## config.mk

```make
export PLATFORM = sky130hd
export DESIGN_NAME = mac_frame_parse_fcs_unit
export DESIGN_NICKNAME = d
export VERILOG_FILES = /design/src/core/mac_frame_parse_fcs_unit.v
export VERILOG_INCLUDE_DIRS = /design/src /design/src/common
export SDC_FILE = /design/constraint.sdc
export NUM_CORES = 1
export LEC_CHECK = 0
export ABC_AREA = 1
export CORE_MARGIN = 5
export CORE_UTILIZATION = 50
export CTS_CLUSTER_SIZE = 8
export DETAILED_ROUTE_END_ITERATION = 16
export DONT_BUFFER_PORTS = 1
export GPL_TIMING_DRIVEN = 1
export PLACE_DENSITY = 0.71
export SYNTH_ARGS = -nofsm -noshare
export SYNTH_HDL_FRONTEND = slang
export SYNTH_SLANG_ARGS = --single-unit
```

## constraint.sdc

```tcl
create_clock -name ref_clk -period 5.4 [get_ports ref_clk]
set_input_delay 1.08 -clock ref_clk [delete_from_list [all_inputs] [get_ports ref_clk]]
set_output_delay 1.08 -clock ref_clk [all_outputs]
set_load 0.03 [all_outputs]
```

## src/common/mac_frame_defs.vh

```
// Constants for the MAC frame parser, checksum and acknowledgement unit.
// Assumes inclusion by bare name from the design file.
`ifndef MAC_FRAME_DEFS_VH
`define MAC_FRAME_DEFS_VH
// Register indices on the plain register port
`define REG_CTRL 8'h00
`define REG_CMD 8'h01
`define REG_RX_STAT 8'h02
`define REG_RX_LEN 8'h03
`define REG_RX_SEQ 8'h04
`define REG_RX_HDR 8'h05
// Control register fields and reset value
`define CTRL_FCS_APPEND 0
`define CTRL_ACK_PEND 1
`define CTRL_MODE_HI 3
`define CTRL_MODE_LO 2
`define CTRL_MASK 8'h0F
`define CTRL_RST 8'h00
`define CMD_TX_GO 0
// Operating states
`define MODE_BASIC 2'h0
`define MODE_AUTO_ACK 2'h1
`define MODE_AUTO_RETRY 2'h2
// Frame types
`define FT_DATA 3'h1
`define FT_ACK 3'h2
`define FT_CMD 3'h3
`define FT_RSVD_BIT 2
// Frame control field bit positions
`define FCF_PEND 4
`define FCF_ACKREQ 5
`define FCF_INTRA 6
// Addressing modes
`define AM_NONE 2'h0
`define AM_RSVD 2'h1
`define AM_SHORT 2'h2
`define AM_EXT 2'h3
// Octet positions counted from the length octet
`define IDX_PHR 8'h00
`define IDX_FCF_LO 8'h01
`define IDX_FCF_HI 8'h02
`define IDX_SEQ 8'h03
`define IDX_DADDR_LO 8'h06
`define IDX_DADDR_HI 8'h07
// Header field sizes in octets
`define FCF_SEQ_LEN 5'h03
`define PAN_LEN 5'h02
`define SHORT_LEN 5'h02
`define EXT_LEN 5'h08
// Checksum and lengths
`define CRC_POLY 16'h1021
`define CRC_INIT 16'h0000
`define PHR_LEN_MASK 8'h7F
`define BCAST_OCT 8'hFF
`define ACK_LEN 7'h05
`define ACK_FCF_HI 8'h00
`define MIN_CHK_LEN 7'h02
`define MIN_APP_LEN 7'h03
// Acknowledgement turnaround
`define ACK_TURN_US 192
`define CLK_MHZ 200
`endif

```

## src/core/mac_frame_parse_fcs_unit.v

```verilog
// MAC frame parser, checksum generator/checker and automatic acknowledger.
// Assumes rx and tx octet streams, frame buffer and address comparator all
// run on ref_clk; registers are reached over a plain strobe port.
//
// What this block does
// Frame control is first two octets
// Decode frame type from control bits 2:0
// Auto-ack filter passes only types 0-3
// Security bit 3 is ignored
// Ack pending bit from configuration bit
// Ack unicast data/command requests within 192us
// Intra-PAN drops source PAN identifier
// Decode destination and source addressing modes
// Address is PAN id plus device address
// Destination before source, addresses end header
// Ack copies received sequence number
// No addresses valid only for acks
// CRC-16 over octets after length field
// Plain remainder, r0 sent first
// Append checksum over first N-2 octets
// Buffer may end after MAC payload
// Generated acks always carry checksum
// Check length>=2 frames, hold result
// Auto-ack drops bad frames, no interrupt
// Auto-retry rejects acks with bad checksum
// Length in low seven bits, msb zero
// Checksum starts at zero, not inverted
`timescale 1ns/1ps
`include "mac_frame_defs.vh"

module mac_frame_parse_fcs_unit #(
  parameter [15:0] ACK_MAX_CYC = `ACK_TURN_US * `CLK_MHZ
) (
  input wire ref_clk,
  input wire rst,
  input wire [7:0] reg_addr,
  input wire [7:0] reg_wdata,
  input wire reg_wr,
  input wire reg_rd,
  output reg [7:0] reg_rdata,
  input wire rx_start,
  input wire rx_valid,
  input wire [7:0] rx_data,
  input wire rx_done,
  input wire addr_match,
  output reg [2:0] flt_frame_type,
  output reg [1:0] flt_dst_mode,
  output reg [1:0] flt_src_mode,
  output reg flt_intra_pan,
  output reg flt_type_pass,
  output reg tx_buf_rd,
  output reg [7:0] tx_buf_addr,
  input wire tx_buf_valid,
  input wire [7:0] tx_buf_data,
  output reg tx_oct_valid,
  output reg [7:0] tx_oct_data,
  input wire tx_oct_ready,
  output reg frame_end_irq,
  output reg rx_fcs_ok,
  output reg rx_discard,
  output reg ack_accepted,
  output reg ack_frame_pending
);

  localparam [1:0] T_IDLE = 2'h0;
  localparam [1:0] T_REQ = 2'h1;
  localparam [1:0] T_WAIT = 2'h2;
  localparam [1:0] T_DRAIN = 2'h3;

  // Serial division, low bit of each octet first; no init or final xor
  function [15:0] crc_byte;
    input [15:0] c;
    input [7:0] d;
    integer i;
    reg [15:0] r;
    reg fb;
    begin
      r = c;
      for (i = 0; i < 8; i = i + 1) begin
        fb = d[i] ^ r[15];
        r = {r[14:0], 1'b0} ^ (fb ? `CRC_POLY : `CRC_INIT);
      end
      crc_byte = r;
    end
  endfunction

  function [7:0] rev8;
    input [7:0] x;
    integer i;
    begin
      rev8 = 8'h00;
      for (i = 0; i < 8; i = i + 1) begin
        rev8[i] = x[7 - i];
      end
    end
  endfunction

  // ----------------------------------------------------------------
  // Register port
  // ----------------------------------------------------------------
  reg [7:0] ctrl_q;
  reg go_pend_q;
  reg [1:0] tx_state_q;
  reg ack_wait_q;
  reg [6:0] rx_len_q;
  reg [7:0] seq_q;
  wire [1:0] mode = ctrl_q[`CTRL_MODE_HI:`CTRL_MODE_LO];
  wire tx_go = reg_wr && (reg_addr == `REG_CMD) && reg_wdata[`CMD_TX_GO];
  wire host_start;
  wire [4:0] hdr_len;

  always @(posedge ref_clk) begin
    if (rst) begin
      ctrl_q <= `CTRL_RST;
    end else if (reg_wr && reg_addr == `REG_CTRL) begin
      ctrl_q <= reg_wdata & `CTRL_MASK;
    end
  end

  // A go request waits while the transmitter is busy; set beats clear
  always @(posedge ref_clk) begin
    if (rst) begin
      go_pend_q <= 1'b0;
    end else if (tx_go) begin
      go_pend_q <= 1'b1;
    end else if (host_start) begin
      go_pend_q <= 1'b0;
    end
  end

  always @(posedge ref_clk) begin
    if (rst) begin
      reg_rdata <= 8'h00;
    end else if (reg_rd) begin
      case (reg_addr)
        `REG_CTRL: reg_rdata <= ctrl_q;
        `REG_RX_STAT: reg_rdata <= {rx_fcs_ok, ack_wait_q, flt_dst_mode,
                                    flt_src_mode, flt_intra_pan,
                                    tx_state_q != T_IDLE};
        `REG_RX_LEN: reg_rdata <= {1'b0, rx_len_q};
        `REG_RX_SEQ: reg_rdata <= seq_q;
        `REG_RX_HDR: reg_rdata <= {3'h0, hdr_len};
        default: reg_rdata <= 8'h00;
      endcase
    end else begin
      reg_rdata <= 8'h00;
    end
  end

  // ----------------------------------------------------------------
  // Receive parser and checksum check
  // ----------------------------------------------------------------
  reg rx_active_q;
  reg [7:0] rx_idx_q;
  reg [15:0] rx_crc_q;
  reg fcf_pend_q;
  reg fcf_ackreq_q;
  reg [1:0] daddr_ff_q;

  wire dst_on = flt_dst_mode[1];
  wire src_on = flt_src_mode[1];
  // Source PAN is omitted when intra-PAN and both addresses present
  wire src_pan = src_on && !(flt_intra_pan && dst_on);
  wire [4:0] dst_len = !dst_on ? 5'h00 :
    (`PAN_LEN + ((flt_dst_mode == `AM_EXT) ? `EXT_LEN : `SHORT_LEN));
  wire [4:0] src_len = (!src_on ? 5'h00 :
    ((flt_src_mode == `AM_EXT) ? `EXT_LEN : `SHORT_LEN)) +
    (src_pan ? `PAN_LEN : 5'h00);
  assign hdr_len = `FCF_SEQ_LEN + dst_len + src_len;

  wire bcast = (flt_dst_mode == `AM_SHORT) && (&daddr_ff_q);
  wire is_ack = (flt_frame_type == `FT_ACK);
  wire combo_ok = (flt_dst_mode != `AM_RSVD) &&
                  (flt_src_mode != `AM_RSVD) &&
                  (dst_on || src_on || is_ack);
  wire filt_ok = flt_type_pass && combo_ok && addr_match;
  wire fcs_ok = (rx_len_q >= `MIN_CHK_LEN) &&
                (rx_crc_q == `CRC_INIT);
  wire want_ack = fcf_ackreq_q && !bcast &&
    (flt_frame_type == `FT_DATA || flt_frame_type == `FT_CMD);
  wire rx_end = rx_done && rx_active_q;
  wire aa_keep = fcs_ok && filt_ok;
  wire rx_irq_ev = rx_end &&
    (mode == `MODE_AUTO_ACK ? aa_keep : mode != `MODE_AUTO_RETRY);
  wire ack_need_ev = rx_end && mode == `MODE_AUTO_ACK &&
                     aa_keep && want_ack;

  always @(posedge ref_clk) begin
    if (rst) begin
      rx_active_q <= 1'b0;
      rx_idx_q <= 8'h00;
      rx_crc_q <= `CRC_INIT;
      rx_len_q <= 7'h00;
      seq_q <= 8'h00;
      fcf_pend_q <= 1'b0;
      fcf_ackreq_q <= 1'b0;
      daddr_ff_q <= 2'h0;
      flt_frame_type <= 3'h0;
      flt_dst_mode <= `AM_NONE;
      flt_src_mode <= `AM_NONE;
      flt_intra_pan <= 1'b0;
      flt_type_pass <= 1'b0;
    end else if (rx_start) begin
      rx_active_q <= 1'b1;
      rx_idx_q <= `IDX_PHR;
      rx_crc_q <= `CRC_INIT;
      daddr_ff_q <= 2'h0;
    end else if (rx_end) begin
      rx_active_q <= 1'b0;
    end else if (rx_valid && rx_active_q) begin
      rx_idx_q <= rx_idx_q + 8'h01;
      if (rx_idx_q == `IDX_PHR) begin
        rx_len_q <= rx_data[6:0];
      end else begin
        rx_crc_q <= crc_byte(rx_crc_q, rx_data);
      end
      case (rx_idx_q)
        // Bit 3 is never looked at
        `IDX_FCF_LO: begin
          flt_frame_type <= rx_data[2:0];
          flt_type_pass <= !rx_data[`FT_RSVD_BIT];
          fcf_pend_q <= rx_data[`FCF_PEND];
          fcf_ackreq_q <= rx_data[`FCF_ACKREQ];
          flt_intra_pan <= rx_data[`FCF_INTRA];
        end
        `IDX_FCF_HI: begin
          flt_dst_mode <= rx_data[3:2];
          flt_src_mode <= rx_data[7:6];
        end
        `IDX_SEQ: seq_q <= rx_data;
        `IDX_DADDR_LO: daddr_ff_q[0] <= (rx_data == `BCAST_OCT);
        `IDX_DADDR_HI: daddr_ff_q[1] <= (rx_data == `BCAST_OCT);
        default: ;
      endcase
    end
  end

  // Frame outcome per operating state
  always @(posedge ref_clk) begin
    if (rst) begin
      rx_fcs_ok <= 1'b0;
      rx_discard <= 1'b0;
      ack_accepted <= 1'b0;
      ack_frame_pending <= 1'b0;
    end else begin
      rx_discard <= rx_end && mode == `MODE_AUTO_ACK && !aa_keep;
      ack_accepted <= rx_end && mode == `MODE_AUTO_RETRY &&
                      fcs_ok && is_ack;
      if (rx_irq_ev) begin
        rx_fcs_ok <= fcs_ok;
      end
      if (rx_end && mode == `MODE_AUTO_RETRY && fcs_ok && is_ack) begin
        ack_frame_pending <= fcf_pend_q;
      end
    end
  end

  // ----------------------------------------------------------------
  // Transmit sequencer and acknowledgement generator
  // ----------------------------------------------------------------
  reg [7:0] tx_idx_q;
  reg [6:0] tx_len_q;
  reg tx_is_ack_q;
  reg tx_fcs_on_q;
  reg [15:0] tx_crc_q;
  reg [15:0] ack_cnt_q;
  reg [7:0] ack_seq_q;
  reg ack_pend_q;
  reg [7:0] gen_oct;

  wire [7:0] len8 = {1'b0, tx_len_q};
  wire slot_free = !tx_oct_valid || tx_oct_ready;
  wire at_fcs_lo = tx_fcs_on_q && (tx_idx_q == len8 - 8'h01);
  wire at_fcs_hi = tx_fcs_on_q && (tx_idx_q == len8);
  // Buffer supplies length octet and payload; checksum slots are internal
  wire from_buf = !tx_is_ack_q && (tx_idx_q == `IDX_PHR ||
                  !tx_fcs_on_q || tx_idx_q + 8'h01 < len8);
  wire ack_start = tx_state_q == T_IDLE && ack_wait_q;
  assign host_start = tx_state_q == T_IDLE && !ack_wait_q && go_pend_q;
  wire tx_end_ev = tx_state_q == T_DRAIN && !tx_oct_valid && !tx_is_ack_q;
  wire [7:0] buf_len = tx_buf_data & `PHR_LEN_MASK;

  always @* begin
    gen_oct = 8'h00;
    if (at_fcs_lo) begin
      gen_oct = rev8(tx_crc_q[15:8]);
    end else if (at_fcs_hi) begin
      gen_oct = rev8(tx_crc_q[7:0]);
    end else begin
      case (tx_idx_q)
        `IDX_PHR: gen_oct = {1'b0, `ACK_LEN};
        `IDX_FCF_LO: gen_oct = {3'h0, ack_pend_q, 1'b0, `FT_ACK};
        `IDX_FCF_HI: gen_oct = `ACK_FCF_HI;
        `IDX_SEQ: gen_oct = ack_seq_q;
        default: gen_oct = 8'h00;
      endcase
    end
  end

  // Pending ack gives up if not started within the turnaround window
  always @(posedge ref_clk) begin
    if (rst) begin
      ack_wait_q <= 1'b0;
      ack_cnt_q <= 16'h0000;
      ack_seq_q <= 8'h00;
      ack_pend_q <= 1'b0;
    end else if (ack_need_ev) begin
      ack_wait_q <= 1'b1;
      ack_cnt_q <= 16'h0000;
      ack_seq_q <= seq_q;
      ack_pend_q <= ctrl_q[`CTRL_ACK_PEND];
    end else if (ack_start) begin
      ack_wait_q <= 1'b0;
    end else if (ack_wait_q) begin
      ack_cnt_q <= ack_cnt_q + 16'h0001;
      if (ack_cnt_q == ACK_MAX_CYC - 16'h0001) begin
        ack_wait_q <= 1'b0;
      end
    end
  end

  always @(posedge ref_clk) begin
    if (rst) begin
      tx_state_q <= T_IDLE;
      tx_idx_q <= 8'h00;
      tx_len_q <= 7'h00;
      tx_is_ack_q <= 1'b0;
      tx_fcs_on_q <= 1'b0;
      tx_crc_q <= `CRC_INIT;
      tx_buf_rd <= 1'b0;
      tx_buf_addr <= 8'h00;
      tx_oct_valid <= 1'b0;
      tx_oct_data <= 8'h00;
    end else begin
      tx_buf_rd <= 1'b0;
      if (tx_oct_valid && tx_oct_ready) begin
        tx_oct_valid <= 1'b0;
      end
      case (tx_state_q)
        T_IDLE: begin
          tx_idx_q <= `IDX_PHR;
          tx_crc_q <= `CRC_INIT;
          if (ack_start) begin
            tx_is_ack_q <= 1'b1;
            tx_len_q <= `ACK_LEN;
            tx_fcs_on_q <= 1'b1;
            tx_state_q <= T_REQ;
          end else if (host_start) begin
            tx_is_ack_q <= 1'b0;
            tx_state_q <= T_REQ;
          end
        end
        T_REQ: begin
          if (slot_free) begin
            if (from_buf) begin
              tx_buf_rd <= 1'b1;
              tx_buf_addr <= tx_idx_q;
              tx_state_q <= T_WAIT;
            end else begin
              tx_oct_valid <= 1'b1;
              tx_oct_data <= gen_oct;
              if (!at_fcs_lo && !at_fcs_hi && tx_idx_q != `IDX_PHR) begin
                tx_crc_q <= crc_byte(tx_crc_q, gen_oct);
              end
              tx_idx_q <= tx_idx_q + 8'h01;
              tx_state_q <= (tx_idx_q == len8) ? T_DRAIN : T_REQ;
            end
          end
        end
        T_WAIT: begin
          if (tx_buf_valid) begin
            tx_oct_valid <= 1'b1;
            tx_idx_q <= tx_idx_q + 8'h01;
            tx_state_q <= T_REQ;
            if (tx_idx_q == `IDX_PHR) begin
              tx_oct_data <= buf_len;
              tx_len_q <= buf_len[6:0];
              tx_fcs_on_q <= ctrl_q[`CTRL_FCS_APPEND] &&
                             buf_len[6:0] >= `MIN_APP_LEN;
              if (buf_len == 8'h00) begin
                tx_state_q <= T_DRAIN;
              end
            end else begin
              tx_oct_data <= tx_buf_data;
              tx_crc_q <= crc_byte(tx_crc_q, tx_buf_data);
              if (tx_idx_q == len8) begin
                tx_state_q <= T_DRAIN;
              end
            end
          end
        end
        T_DRAIN: begin
          if (!tx_oct_valid) begin
            tx_state_q <= T_IDLE;
          end
        end
        default: tx_state_q <= T_IDLE;
      endcase
    end
  end

  // ----------------------------------------------------------------
  // Frame end event
  // ----------------------------------------------------------------
  // Acks sent by the unit itself raise no event for the host
  always @(posedge ref_clk) begin
    if (rst) begin
      frame_end_irq <= 1'b0;
    end else begin
      frame_end_irq <= rx_irq_ev || tx_end_ev;
    end
  end

endmodule // mac_frame_parse_fcs_unit

```

# After elaboration in Yosys (flattened, before gate mapping)
# Cells that the tools add are included.
[classes]
eq_ne = 39
muxes = 82
addsub = 8
n_reduce_logical = 88
order_cmp = 3
bitwise = 55
[op_table]
columns = ["operator", "n"]
rows = [
  ["16-bit by 13-bit XOR with 16-bit output", 24],
  ["13-bit 2-to-1 mux", 24],
  ["16-bit 2-to-1 mux", 5],
  ["8-bit 2-to-1 mux", 9],
  ["16-bit case mux with 3 select lines", 1],
  ["8-bit case mux with 3 select lines", 2],
  ["8-bit by 2-bit equality test with 1-bit output, second input constant", 5],
  ["8-bit case mux with 5 select lines", 1],
  ["1-bit logical AND", 36],
  ["8-bit by 3-bit equality test with 1-bit output, second input constant", 4],
  ["8-bit logical NOT", 4],
  ["4-bit AND reduction", 8],
  ["8-bit by 1-bit equality test with 1-bit output, second input constant", 3],
  ["1-bit XOR", 24],
  ["7-bit 2-to-1 mux", 3],
  ["2-bit 2-to-1 mux", 10],
  ["1-bit 2-to-1 mux", 18],
  ["2-bit != test, second input constant", 9],
  ["16-bit by 1-bit adder with 16-bit output, second input constant", 1],
  ["8-bit by 1-bit adder with 8-bit output, second input constant", 2],
  ["16-bit equality test, second input constant", 1],
  ["16-bit logical NOT", 1],
  ["8-bit case mux with 2 select lines", 1],
  ["7-bit by 2-bit >= comparator with 1-bit output, second input constant", 2],
  ["32 further kinds", 77],
]
[totals]
ff_bits = 150
elab_cells = 311

# Longest topological paths before layout
# Gate-level depths: netlist (run 1).
[depth]
depth_word = 32
mapped_depth = 20
depth_no_buf = 20

# Least setup slack after synthesis (run 1)
# No wires, ideal clock.
[synth_path]
kind = "register to register"
start = "register tx_idx_q[0]"
end = "register tx_buf_addr[0]"
path_slack_ns = 2.737
path_stages_with_launch = 19
synth_period_minus_slack_ns = 2.663
path_buffers = 2
t_arrival_ns = 2.536
path_cell_list = "dfxtp_1 > inv_1 > nor3_4 > xor2_1 > inv_1 > ha_1 > a21oi_1 > o21ai_0 > nand3_1 > nand2_1 > o21ai_0 > nand2_1 > nand2_2 > nand3_4 > or2_1 > buf_2 > buf_2 > a21oi_1 > nor2_1"
[synth_via]
elab_chain_cells = 5
[synth_rtl]
columns = ["item", "line", "text"]
rows = [
  ["start: declaration", "mac_frame_parse_fcs_unit.v:261", "reg [7:0] tx_idx_q;"],
  ["start signal: assignment", "mac_frame_parse_fcs_unit.v:341", "tx_idx_q <= `IDX_PHR;"],
  ["start signal: assignment", "mac_frame_parse_fcs_unit.v:365", "tx_idx_q <= tx_idx_q + 8'h01;"],
  ["start signal: assignment", "mac_frame_parse_fcs_unit.v:373", "tx_idx_q <= tx_idx_q + 8'h01;"],
  ["8-bit by 1-bit adder with 8-bit output / 8-bit logical NOT (equally long branches)", "n/a", ""],
  ["8-bit by 7-bit less-than comparator with 1-bit output / 1-bit logical OR (equally long branches)", "mac_frame_parse_fcs_unit.v:277, mac_frame_parse_fcs_unit.v:276", ""],
  ["1-bit logical OR", "mac_frame_parse_fcs_unit.v:276", "wire from_buf = !tx_is_ack_q && (tx_idx_q == `IDX_PHR ||"],
  ["1-bit logical AND", "mac_frame_parse_fcs_unit.v:276", ""],
  ["3-bit AND reduction (no source line)", "n/a", ""],
  ["end signal: assignment", "mac_frame_parse_fcs_unit.v:357", "tx_buf_addr <= tx_idx_q;"],
  ["end: declaration", "mac_frame_parse_fcs_unit.v:52", "output reg [7:0] tx_buf_addr,"],
]
# Parallel ways exist; a longest one is shown, timed or not.
# A chain may end at the register's enable or synchronous reset.

# Final worst setup path (run 1)
[layout_path]
start = "register tx_idx_q[0]"
end = "register tx_crc_q[5]"
[layout_via]
elab_chain_cells = 17
[layout_rtl]
columns = ["item", "line", "text"]
rows = [
  ["8-bit by 2-bit equality test with 1-bit output, or another cell as far along", "mac_frame_parse_fcs_unit.v:290", "case (tx_idx_q)"],
  ["8-bit case mux with 3 select lines / 1-bit logical AND (equally long branches)", "mac_frame_parse_fcs_unit.v:290, mac_frame_parse_fcs_unit.v:274", ""],
  ["8-bit 2-to-1 mux", "mac_frame_parse_fcs_unit.v:287", "end else if (at_fcs_hi) begin"],
  ["8-bit 2-to-1 mux", "mac_frame_parse_fcs_unit.v:285", "if (at_fcs_lo) begin"],
  ["1-bit XOR", "mac_frame_parse_fcs_unit.v:80", "fb = d[i] ^ r[15];"],
  ["13-bit 2-to-1 mux (no source line)", "n/a", ""],
  ["16-bit by 13-bit XOR with 16-bit output (4 in series)", "mac_frame_parse_fcs_unit.v:81", "r = {r[14:0], 1'b0} ^ (fb ? `CRC_POLY : `CRC_INIT);"],
  ["1-bit XOR", "mac_frame_parse_fcs_unit.v:80", ""],
  ["13-bit 2-to-1 mux (no source line)", "n/a", ""],
  ["16-bit by 13-bit XOR with 16-bit output", "mac_frame_parse_fcs_unit.v:81", ""],
  ["16-bit 2-to-1 mux", "mac_frame_parse_fcs_unit.v:362", "if (!at_fcs_lo && !at_fcs_hi && tx_idx_q != `IDX_PHR) begin"],
  ["16-bit 2-to-1 mux", "mac_frame_parse_fcs_unit.v:355", "if (from_buf) begin"],
  ["16-bit 2-to-1 mux", "mac_frame_parse_fcs_unit.v:354", "if (slot_free) begin"],
  ["16-bit case mux with 3 select lines", "mac_frame_parse_fcs_unit.v:339", "case (tx_state_q)"],
  ["end signal: assignment", "mac_frame_parse_fcs_unit.v:342", "tx_crc_q <= `CRC_INIT;"],
  ["end signal: assignment", "mac_frame_parse_fcs_unit.v:363", "tx_crc_q <= crc_byte(tx_crc_q, gen_oct);"],
  ["end signal: assignment", "mac_frame_parse_fcs_unit.v:385", "tx_crc_q <= crc_byte(tx_crc_q, tx_buf_data);"],
  ["end: declaration", "mac_frame_parse_fcs_unit.v:265", "reg [15:0] tx_crc_q;"],
]
# Parallel ways exist; a longest one is shown, timed or not. The select of a mux whose other input is x is not followed.

==> results of run 1 <==
==> sequential cells by signal, summed over array words and instances (netlist names), 8 cells and up <==
signal       cells
rx_crc_q        16
tx_oct_data      8
seq_q            8
ack_seq_q        8
reg_rdata        8
ack_cnt_q       16
rx_idx_q         8
tx_idx_q         8
tx_buf_addr      8
tx_crc_q        16
==> through the flow <==
stage	setup slack, ps	hold slack [ps]	utilization [%]
2_1_floorplan	2740	430	-
3_3_place_gp	2170	443	51.7
3_5_place_dp	2130	450	51.7
4_1_cts	2050	459	55.4
5_1_grt	1790	465	55.4
6_report	2040	459	55.4
==> kinds of logic (layout without fill, tap and decap cells) <==
group	count (synthesis)	count (layout)	synth area share, %
and+or+nand+nor	515	515	27.1
AOI/OAI and AO/OA	262	262	17.3
buffers and inverters	216	215	10.0
DFF	150	150	35.6
xor gates and xnor gates	61	61	6.33
adders and majority gates	25	25	3.71
==> worst max path at each step <==
stage                     cells past startpoint  slack (ps)        start             end
after detailed placement                     17        2130  tx_idx_q[0]     tx_crc_q[9]
after floorplan                              18        2740  tx_idx_q[0]  tx_buf_addr[0]
after global placement                       17        2170  tx_idx_q[0]     tx_crc_q[1]
after global routing                         17        1790  tx_idx_q[0]    tx_crc_q[12]
after CTS                                    17        2050  tx_idx_q[0]     tx_crc_q[9]
final                                        17        2040  tx_idx_q[0]     tx_crc_q[5]
==> layer usage <==
layer / global-route usage [%] / share of wire [%] / wire (um)
met5: 0 / 0 / 0
met4: 6.99 / 2.4 / 510
met3: 5.18 / 6.9 / 1470
met2: 35.7 / 46 / 9950
met1: 28.6 / 44 / 9490
==> cells in the final DEF (no fill, tap or decap), drive strengths merged, types with 2 or more instances in the layout <==
| cell type | n |
|---|---|
| o21a | 2 |
| o22ai | 6 |
| o21ai | 91 |
| a41oi | 2 |
| nand4 | 20 |
| xor2 | 31 |
| nand2 | 243 |
| xnor2 | 30 |
| clkbuf | 20 |
| nor4 | 9 |
| a211oi | 24 |
| ha | 25 |
| clkinv | 5 |
| inv | 183 |
| nor3 | 19 |
| nand3b | 2 |
| buf | 3 |
| nand3 | 83 |
| dfxtp | 150 |
| and2 | 2 |
| nor3b | 3 |
| a31oi | 7 |
| bufinv | 3 |
| or2 | 7 |
| nor2 | 126 |
| a21oi | 116 |
| o21bai | 4 |
| a221oi | 6 |
==> worst reg2reg max path: cells and delay by family, from the launching register on <==
family	cells	cell delay (ps)
AND/OR/NAND/NOR	9	1680
AO/OA/AOI/OAI	4	530
flip-flops	1	400
adder cells (fa/ha/maj)	1	290
buffers and inverters	2	230
XOR/XNOR	1	160
==> report_power, final <==
part / internal (mW) / switching [mW] / total [mW] / leakage (nW)
clock: 0.759 / 0.484 / 1.24 / 0.303
sequential: 1.13 / 0.0541 / 1.19 / 1.21
combinational: 0.161 / 0.354 / 0.515 / 2.29
==> cell type report <==
type	instances	area [um2]
timing repair buffer	3	22.5
inverter	180	676
fill	1600	7390
tap	220	275
sequential	150	3000
clock inverter	12	166
clock buffer	20	457
multi-input combinational	863	4590
==> impl_table.tex, run 1 <==
\begin{tabular}{lr}
\hline
Metric & Value \\
\hline
\multicolumn{2}{l}{\textbf{Logic synthesis}} \\
\quad Unique masters post-synth & 43 \\
\quad Largest area contributor in the netlist & sky130\_fd\_sc\_hd\_\_dfxtp\_1 \\
\quad Post-synth EDFFs & 0 \\
\quad Syn avg cell area & 6.87 um2 \\
\quad Dominant synthesized flop cell & sky130\_fd\_sc\_hd\_\_dfxtp\_1 \\
\quad Nets in the synthesized netlist & 1296 \\
\quad Post-synthesis async set-or-reset flop share & 0\% \\
\quad Post-synth design cell area & 8440 um2 \\
\quad Number of flip-flops and latches in the synthesized netlist & 150 \\
\quad Synthesized instance count & 1229 \\
\quad Post-synth top cells & 235 x sky130\_fd\_sc\_hd\_\_nand2\_1, 171 x sky130\_fd\_sc\_hd\_\_inv\_1, 150 x sky130\_fd\_sc\_hd\_\_dfxtp\_1 \\
\quad Sequential fraction of the synthesis area & 35.6\% \\
\quad Most used standard cell by instance count after synthesis & sky130\_fd\_sc\_hd\_\_nand2\_1 \\
\quad Fraction of post-synthesis cell area in the top cell type by area & 35.6\% \\
\quad Total of warnings raised by yosys & 0 \\
\quad Largest cells by area after synthesis & sky130\_fd\_sc\_hd\_\_dfxtp\_1 36\%, sky130\_fd\_sc\_hd\_\_nand2\_1 10\%, sky130\_fd\_sc\_hd\_\_inv\_1 7.6\% \\
\multicolumn{2}{l}{\textbf{Clock network}} \\
\quad Deepest level of the CTS H-tree & 4 \\
\quad Clock Latency Late Sink & 430 ps \\
\quad Quantity of hold-fixing buffers added after cts & 0 \\
\quad Number of buffers inserted to repair setup after CTS & 0 \\
\quad Root Buffer & sky130\_fd\_sc\_hd\_\_clkbuf\_16 \\
\quad Post-CTS clock slew at the launch and capture registers of the worst setup and hold paths & roughly 60 ps \\
\quad CTS tree & yes \\
\quad Clock net sink count & 150 \\
\quad Number of CTS-inserted buffers & 17 \\
\quad Count of instances resized after the clock tree is built & 0 \\
\quad Longest Clk Path Bufs & 2 \\
\multicolumn{2}{l}{\textbf{Setup path}} \\
\quad R2r startpoint & tx\_idx\_q[0] \\
\quad Critical Path Start Type & flop \\
\quad Number of buffer and inverter stages on the critical path & 2 \\
\quad Peak per-stage delay on the critical path & 560 ps \\
\quad Worst reg2reg setup slack & 2040 ps \\
\quad Data arrival at the endpoint of the critical path & between 3000 and 4000 ps \\
\quad Most frequent cell on the critical path & sky130\_fd\_sc\_hd\_\_nand2\_1 \\
\quad Cell type of the slowest stage on the worst timing path & sky130\_fd\_sc\_hd\_\_or2\_1 \\
\quad Cell-by-cell trace of the critical path & inv\_1 > nor3\_4 > xor2\_1 > inv\_1 > ha\_1 > a21oi\_1 > o21ai\_0 > nand3\_1 > nand2\_1 > o21ai\_0 > nand2\_1 > nand2\_2 > nand3\_4 > nand3b\_4 > or2\_1 > nand2\_1 > a21oi\_1 \\
\quad Worst setup path class & flop to flop \\
\quad Cell family with the largest share of critical-path delay & simple AND/OR/NAND/NOR gates \\
\quad Kind of capture point of the worst setup path & flop \\
\quad Required time at the worst-slack endpoint & 5760 ps \\
\quad Path depth of the worst reg2reg path & 17 \\
\quad Crit path max fanout & 18 \\
\quad FF-to-FF End & tx\_crc\_q[5] \\
\multicolumn{2}{l}{\textbf{Timing}} \\
\quad Transition time at the pin with the least slew margin & 847 ps \\
\quad Unrepaired setup endpoints after global routing & no \\
\quad Fin Setup TNS & 0 ps \\
\quad Final-report hold violation count & 0 \\
\quad Number of max-slew violations in the final report & 0 \\
\quad Final number of setup-violating endpoints & 0 \\
\quad Upper clock frequency limit & 298 MHz \\
\quad Clock period minus worst slack & 3360 ps \\
\quad Post-route fraction of the period consumed by the critical path & around 62\% \\
\quad Post-route clock skew & 7.67 ps \\
\quad Slew Limit Headroom & between 40 and 50\% \\
\multicolumn{2}{l}{\textbf{Drt}} \\
\quad Number of design rule violations left after detail routing & 0 \\
\quad Initial DRC Count & around 600 \\
\quad Vias & 7795 \\
\quad Post-detailed-route count of antenna-violating nets & 0 \\
\quad Routed vias/inst & around 5.4 \\
\quad Total wire length & 21.4 mm \\
\quad First drt pass iteration count & 5 \\
\quad Drt wl/cell & 14.8 um \\
\multicolumn{2}{l}{\textbf{Global route}} \\
\quad Initial antenna violation count & 0 \\
\quad Global-route wire length before repair & around 36 mm \\
\quad Gr ovfl total & 0 \\
\quad GR Util All Layers & 21.8\% \\
\quad Vias in the first global route & slightly above 7000 \\
\quad Largest net degree at the start of global routing & 63 \\
\multicolumn{2}{l}{\textbf{Worst hold path}} \\
\quad Endpoint of the worst hold-timing path & ack\_frame\_pending \\
\quad Startpoint of the tightest hold check path & fcf\_pend\_q \\
\quad Instance count along the most critical hold path & 2 \\
\quad Worst min-delay path class & flop to flop \\
\multicolumn{2}{l}{\textbf{Die}} \\
\quad Number of placed I/O pins & 82 \\
\quad FP Rows & 47 \\
\quad Initial Util & slightly above 50\% \\
\quad Core Box Area & 16600 um2 \\
\quad Width of the die & 140 um \\
\quad Full die area & 19600 um2 \\
\quad Die H & 140 um \\
\multicolumn{2}{l}{\textbf{Cells and area}} \\
\quad Count of non-filler cells in the finished layout & 1448 \\
\quad Antenna diode instance count & 0 \\
\quad Nets & 1282 \\
\quad Final cell area excluding filler cells & around 9000 um2 \\
\quad Share of post-route cells with drive strength above 1 & 6.03\% \\
\quad Area delta synth->final & 8.89\% \\
\multicolumn{2}{l}{\textbf{Job}} \\
\quad Max-cap violation count & 0 \\
\multicolumn{2}{l}{\textbf{Pwr}} \\
\quad Max rail drop VDD & 0.000238 V \\
\quad Pwr dens & between 300 and 400 nW/um2 \\
\quad Leak & 3.80 nW \\
\quad Power after layout & 2.95 mW \\
\multicolumn{2}{l}{\textbf{Place}} \\
\quad DP Cell Count & 1416 \\
\quad Half-perimeter wire length after placement & between 15 and 20 mm \\
\quad Routability-driven placement congestion ratio & 0.882 \\
\quad Count of port buffers added during placement & 0 \\
\quad Area of placed instances & 8570 um2 \\
\multicolumn{2}{l}{\textbf{Status}} \\
\quad Result of the run & complete, no violations \\
\hline
\end{tabular}
(Power assumes the default switching activity.)
==> inputs of run 2 (changes only) <==
==> constraint.sdc (replaced) <==
create_clock -name ref_clk -period 3.16 [get_ports ref_clk]
set_input_delay 0.632 -clock ref_clk [delete_from_list [all_inputs] [get_ports ref_clk]]
set_output_delay 0.632 -clock ref_clk [all_outputs]
set_load 0.03 [all_outputs]
==> run 2 against run 1 <==
Compared with the run above:
- sequential share of layout area is 0.17 points lower
- worst setup slack worse by 1700 ps
- worst hold slack got worse by 190 ps
- wire length rose by 2.1%
- critical path depth increased by 1
- clock-buffer cell count is 1 higher
- final cell count is 0.62% higher
- die area is the same
- final area rose by 0.53%
- first-iteration DRC count increased by 4.2%
- largest cell class unchanged
==> impl_table.tex, run 2 (synthesis results as in run 1) <==
\begin{tabular}{lr}
\hline
Metric & Value \\
\hline
\multicolumn{2}{l}{\textbf{Place}} \\
\quad Placement-stage worst setup slack & 57.7 ps \\
\quad Count of port buffers added during placement & 0 \\
\quad Half-perimeter wire length after placement & approximately 16 mm \\
\quad Area of placed instances & 8640 um2 \\
\quad Routability-driven placement congestion ratio & around 0.91 \\
\multicolumn{2}{l}{\textbf{Clock network}} \\
\quad Clock Latency Late Sink & 420 ps \\
\quad Post-CTS clock slew at the launch and capture registers of the worst setup and hold paths & 60 ps \\
\quad Number of buffers inserted to repair setup after CTS & 0 \\
\quad Deepest level of the CTS H-tree & 4 \\
\quad Clock net sink count & 150 \\
\quad Longest Clk Path Bufs & 2 \\
\quad Quantity of hold-fixing buffers added after cts & 0 \\
\quad Number of CTS-inserted buffers & 17 \\
\quad CTS tree & yes \\
\quad Root Buffer & sky130\_fd\_sc\_hd\_\_clkbuf\_16 \\
\quad Count of instances resized after the clock tree is built & 0 \\
\multicolumn{2}{l}{\textbf{Timing}} \\
\quad Clock period minus worst slack & roughly 2800 ps \\
\quad Transition time at the pin with the least slew margin & 732 ps \\
\quad Fin Setup TNS & 0 ps \\
\quad Post-route fraction of the period consumed by the critical path & 89.1\% \\
\quad Final-report hold violation count & 0 \\
\quad Number of max-slew violations in the final report & 0 \\
\quad Slew Limit Headroom & between 50 and 60\% \\
\quad Post-route clock skew & 11.8 ps \\
\quad Upper clock frequency limit & 355 MHz \\
\quad Slack of the critical path & around 340 ps \\
\quad Unrepaired setup endpoints after global routing & yes \\
\quad Final number of setup-violating endpoints & 0 \\
\quad Final hold slack & 272 ps \\
\multicolumn{2}{l}{\textbf{Drt}} \\
\quad Number of design rule violations left after detail routing & 0 \\
\quad Initial DRC Count & 620 \\
\quad Vias & 7895 \\
\quad Routed vias/inst & 5.42 \\
\quad Drt wl/cell & between 15 and 20 um \\
\quad First drt pass iteration count & 5 \\
\quad Total wire length & about 22 mm \\
\quad Post-detailed-route count of antenna-violating nets & 0 \\
\multicolumn{2}{l}{\textbf{Setup path}} \\
\quad Critical Path Start Type & flop \\
\quad Kind of capture point of the worst setup path & flop \\
\quad Worst reg2reg setup slack & $\sim$340 ps \\
\quad R2r startpoint & tx\_idx\_q[0] \\
\quad Worst setup endpoint & tx\_crc\_q[12] \\
\quad FF-to-FF End & tx\_crc\_q[12] \\
\quad Worst setup path class & flop to flop \\
\quad Startpoint of the most critical setup path & tx\_idx\_q[0] \\
\quad Required time at the worst-slack endpoint & 3500 ps \\
\quad Crit path max fanout & 16 \\
\quad Path depth of the worst reg2reg path & 18 \\
\quad Data arrival at the endpoint of the critical path & 3160 ps \\
\multicolumn{2}{l}{\textbf{Cells and area}} \\
\quad Registers with the most flip-flops & ack\_cnt\_q (16), rx\_crc\_q (16), tx\_crc\_q (16) \\
\quad Area delta synth->final & 9.47\% \\
\quad Antenna diode instance count & 0 \\
\quad Leading cell types in the layout, fill and taps excluded & 235 x sky130\_fd\_sc\_hd\_\_nand2\_1, 171 x sky130\_fd\_sc\_hd\_\_inv\_1, 150 x sky130\_fd\_sc\_hd\_\_dfxtp\_1 \\
\quad Share of post-route cells with drive strength above 1 & 6.95\% \\
\quad Nets & 1292 \\
\quad Leading cell type in the layout, fill and taps excluded & sky130\_fd\_sc\_hd\_\_nand2\_1 \\
\quad Final cell area excluding filler cells & slightly above 9000 um2 \\
\multicolumn{2}{l}{\textbf{Pwr}} \\
\quad Power after layout & 4.95 mW \\
\quad Max rail drop VDD & 0.000417 V \\
\quad Pwr dens & 536 nW/um2 \\
\quad Leak & 3.82 nW \\
\multicolumn{2}{l}{\textbf{Global route}} \\
\quad Gr ovfl total & 0 \\
\quad Largest net degree at the start of global routing & 63 \\
\quad GR Util All Layers & a little under a quarter \\
\quad Initial antenna violation count & 0 \\
\quad Global-route wire length before repair & 36.8 mm \\
\quad Vias in the first global route & 7463 \\
\multicolumn{2}{l}{\textbf{Die}} \\
\quad Die H & approximately 140 um \\
\quad Initial Util & around 50\% \\
\quad Core Box Area & 16600 um2 \\
\quad Full die area & 19600 um2 \\
\quad FP Rows & 47 \\
\quad Width of the die & 140 um \\
\quad Number of placed I/O pins & 82 \\
\multicolumn{2}{l}{\textbf{Job}} \\
\quad Max-cap violation count & 0 \\
\multicolumn{2}{l}{\textbf{Status}} \\
\quad Result of the run & complete, no violations \\
\multicolumn{2}{l}{\textbf{Worst hold path}} \\
\quad Worst min-delay path class & input pin to flop \\
\hline
\end{tabular}
[run 2: cell types whose count changed in the layout (fill, tap and decap cells not counted)]
cell                         change
sky130_fd_sc_hd__a211oi_1        -1
sky130_fd_sc_hd__a211oi_2        +1
sky130_fd_sc_hd__buf_4          +10
sky130_fd_sc_hd__bufinv_16       -1
sky130_fd_sc_hd__clkbuf_1        +1
sky130_fd_sc_hd__clkinv_4        -3
sky130_fd_sc_hd__clkinvlp_4      +3
sky130_fd_sc_hd__inv_8           -1
sky130_fd_sc_hd__nand3_1         -1
sky130_fd_sc_hd__nand3_2         +1
sky130_fd_sc_hd__or2_1           -2
sky130_fd_sc_hd__or2_4           +2
[run 2: power by group]
group,total (mW),internal (mW),switching (mW)
Sequential,2.03,1.94,0.0930
Clock,2.02,1.20,0.813
Combinational,0.904,0.294,0.611
Total,4.95,3.44,1.52
[run 2: metrics by stage]
| stage | util (%) | instances |
|---|---|---|
| 6_report | 55.7 | 1457 |
| 5_1_grt | 55.7 | 1457 |
| 4_1_cts | 55.6 | 1457 |
| 3_5_place_dp | 52.1 | 1426 |
| 3_3_place_gp | 52.1 | 1426 |
| 2_1_floorplan | - | 1229 |
[run 2: worst min-delay path by stage]
stage	startpoint	to	slack (ps)	cells after the start
after floorplan	fcf_pend_q	ack_frame_pending	430	2
after global placement	tx_is_ack_q	tx_is_ack_q	440	2
after detailed placement	ack_seq_q[0]	ack_seq_q[0]	450	2
after CTS	rst	rx_active_q	260	1
after global routing	rst	tx_buf_rd	270	1
final	rst	rx_active_q	270	1
[run 2: final cells by class]
| class | instances | area (um2) |
|---|---|---|
| tap | 220 | 275 |
| sequential | 150 | 3000 |
| clock inverter | 10 | 121 |
| timing repair buffer | 13 | 97.6 |
| inverter | 180 | 676 |
| clock buffer | 21 | 460 |
| multi-input combinational | 863 | 4610 |
| fill | 1599 | 7340 |
[run 2: critical path, cell delays in order, from the launching register on]
cell                       delay [ps]
sky130_fd_sc_hd__dfxtp_1          380
sky130_fd_sc_hd__inv_1            140
sky130_fd_sc_hd__nor3_4           240
sky130_fd_sc_hd__xor2_1           160
sky130_fd_sc_hd__inv_1             70
sky130_fd_sc_hd__ha_1             290
sky130_fd_sc_hd__nand2_1           50
sky130_fd_sc_hd__o21ai_0          180
sky130_fd_sc_hd__nand3_1           90
sky130_fd_sc_hd__nand2_1           60
sky130_fd_sc_hd__o21ai_0           60
sky130_fd_sc_hd__nand2_1          140
sky130_fd_sc_hd__nand2_2          100
sky130_fd_sc_hd__nand3_4          110
sky130_fd_sc_hd__nand3b_4         110
sky130_fd_sc_hd__nor3_4           100
sky130_fd_sc_hd__buf_4            230
sky130_fd_sc_hd__nand2_1           80
sky130_fd_sc_hd__a21oi_1          150
[run 2: per-layer routing]
layer  routed length, um  vias to the layer above  GRT usage [%]
met5                   0                        -              0
met4                 463                        0           7.19
met3                1450                       41           5.45
met2               10300                      231           38.0
met1                9700                     3603           28.5
li1                    -                     4020              -
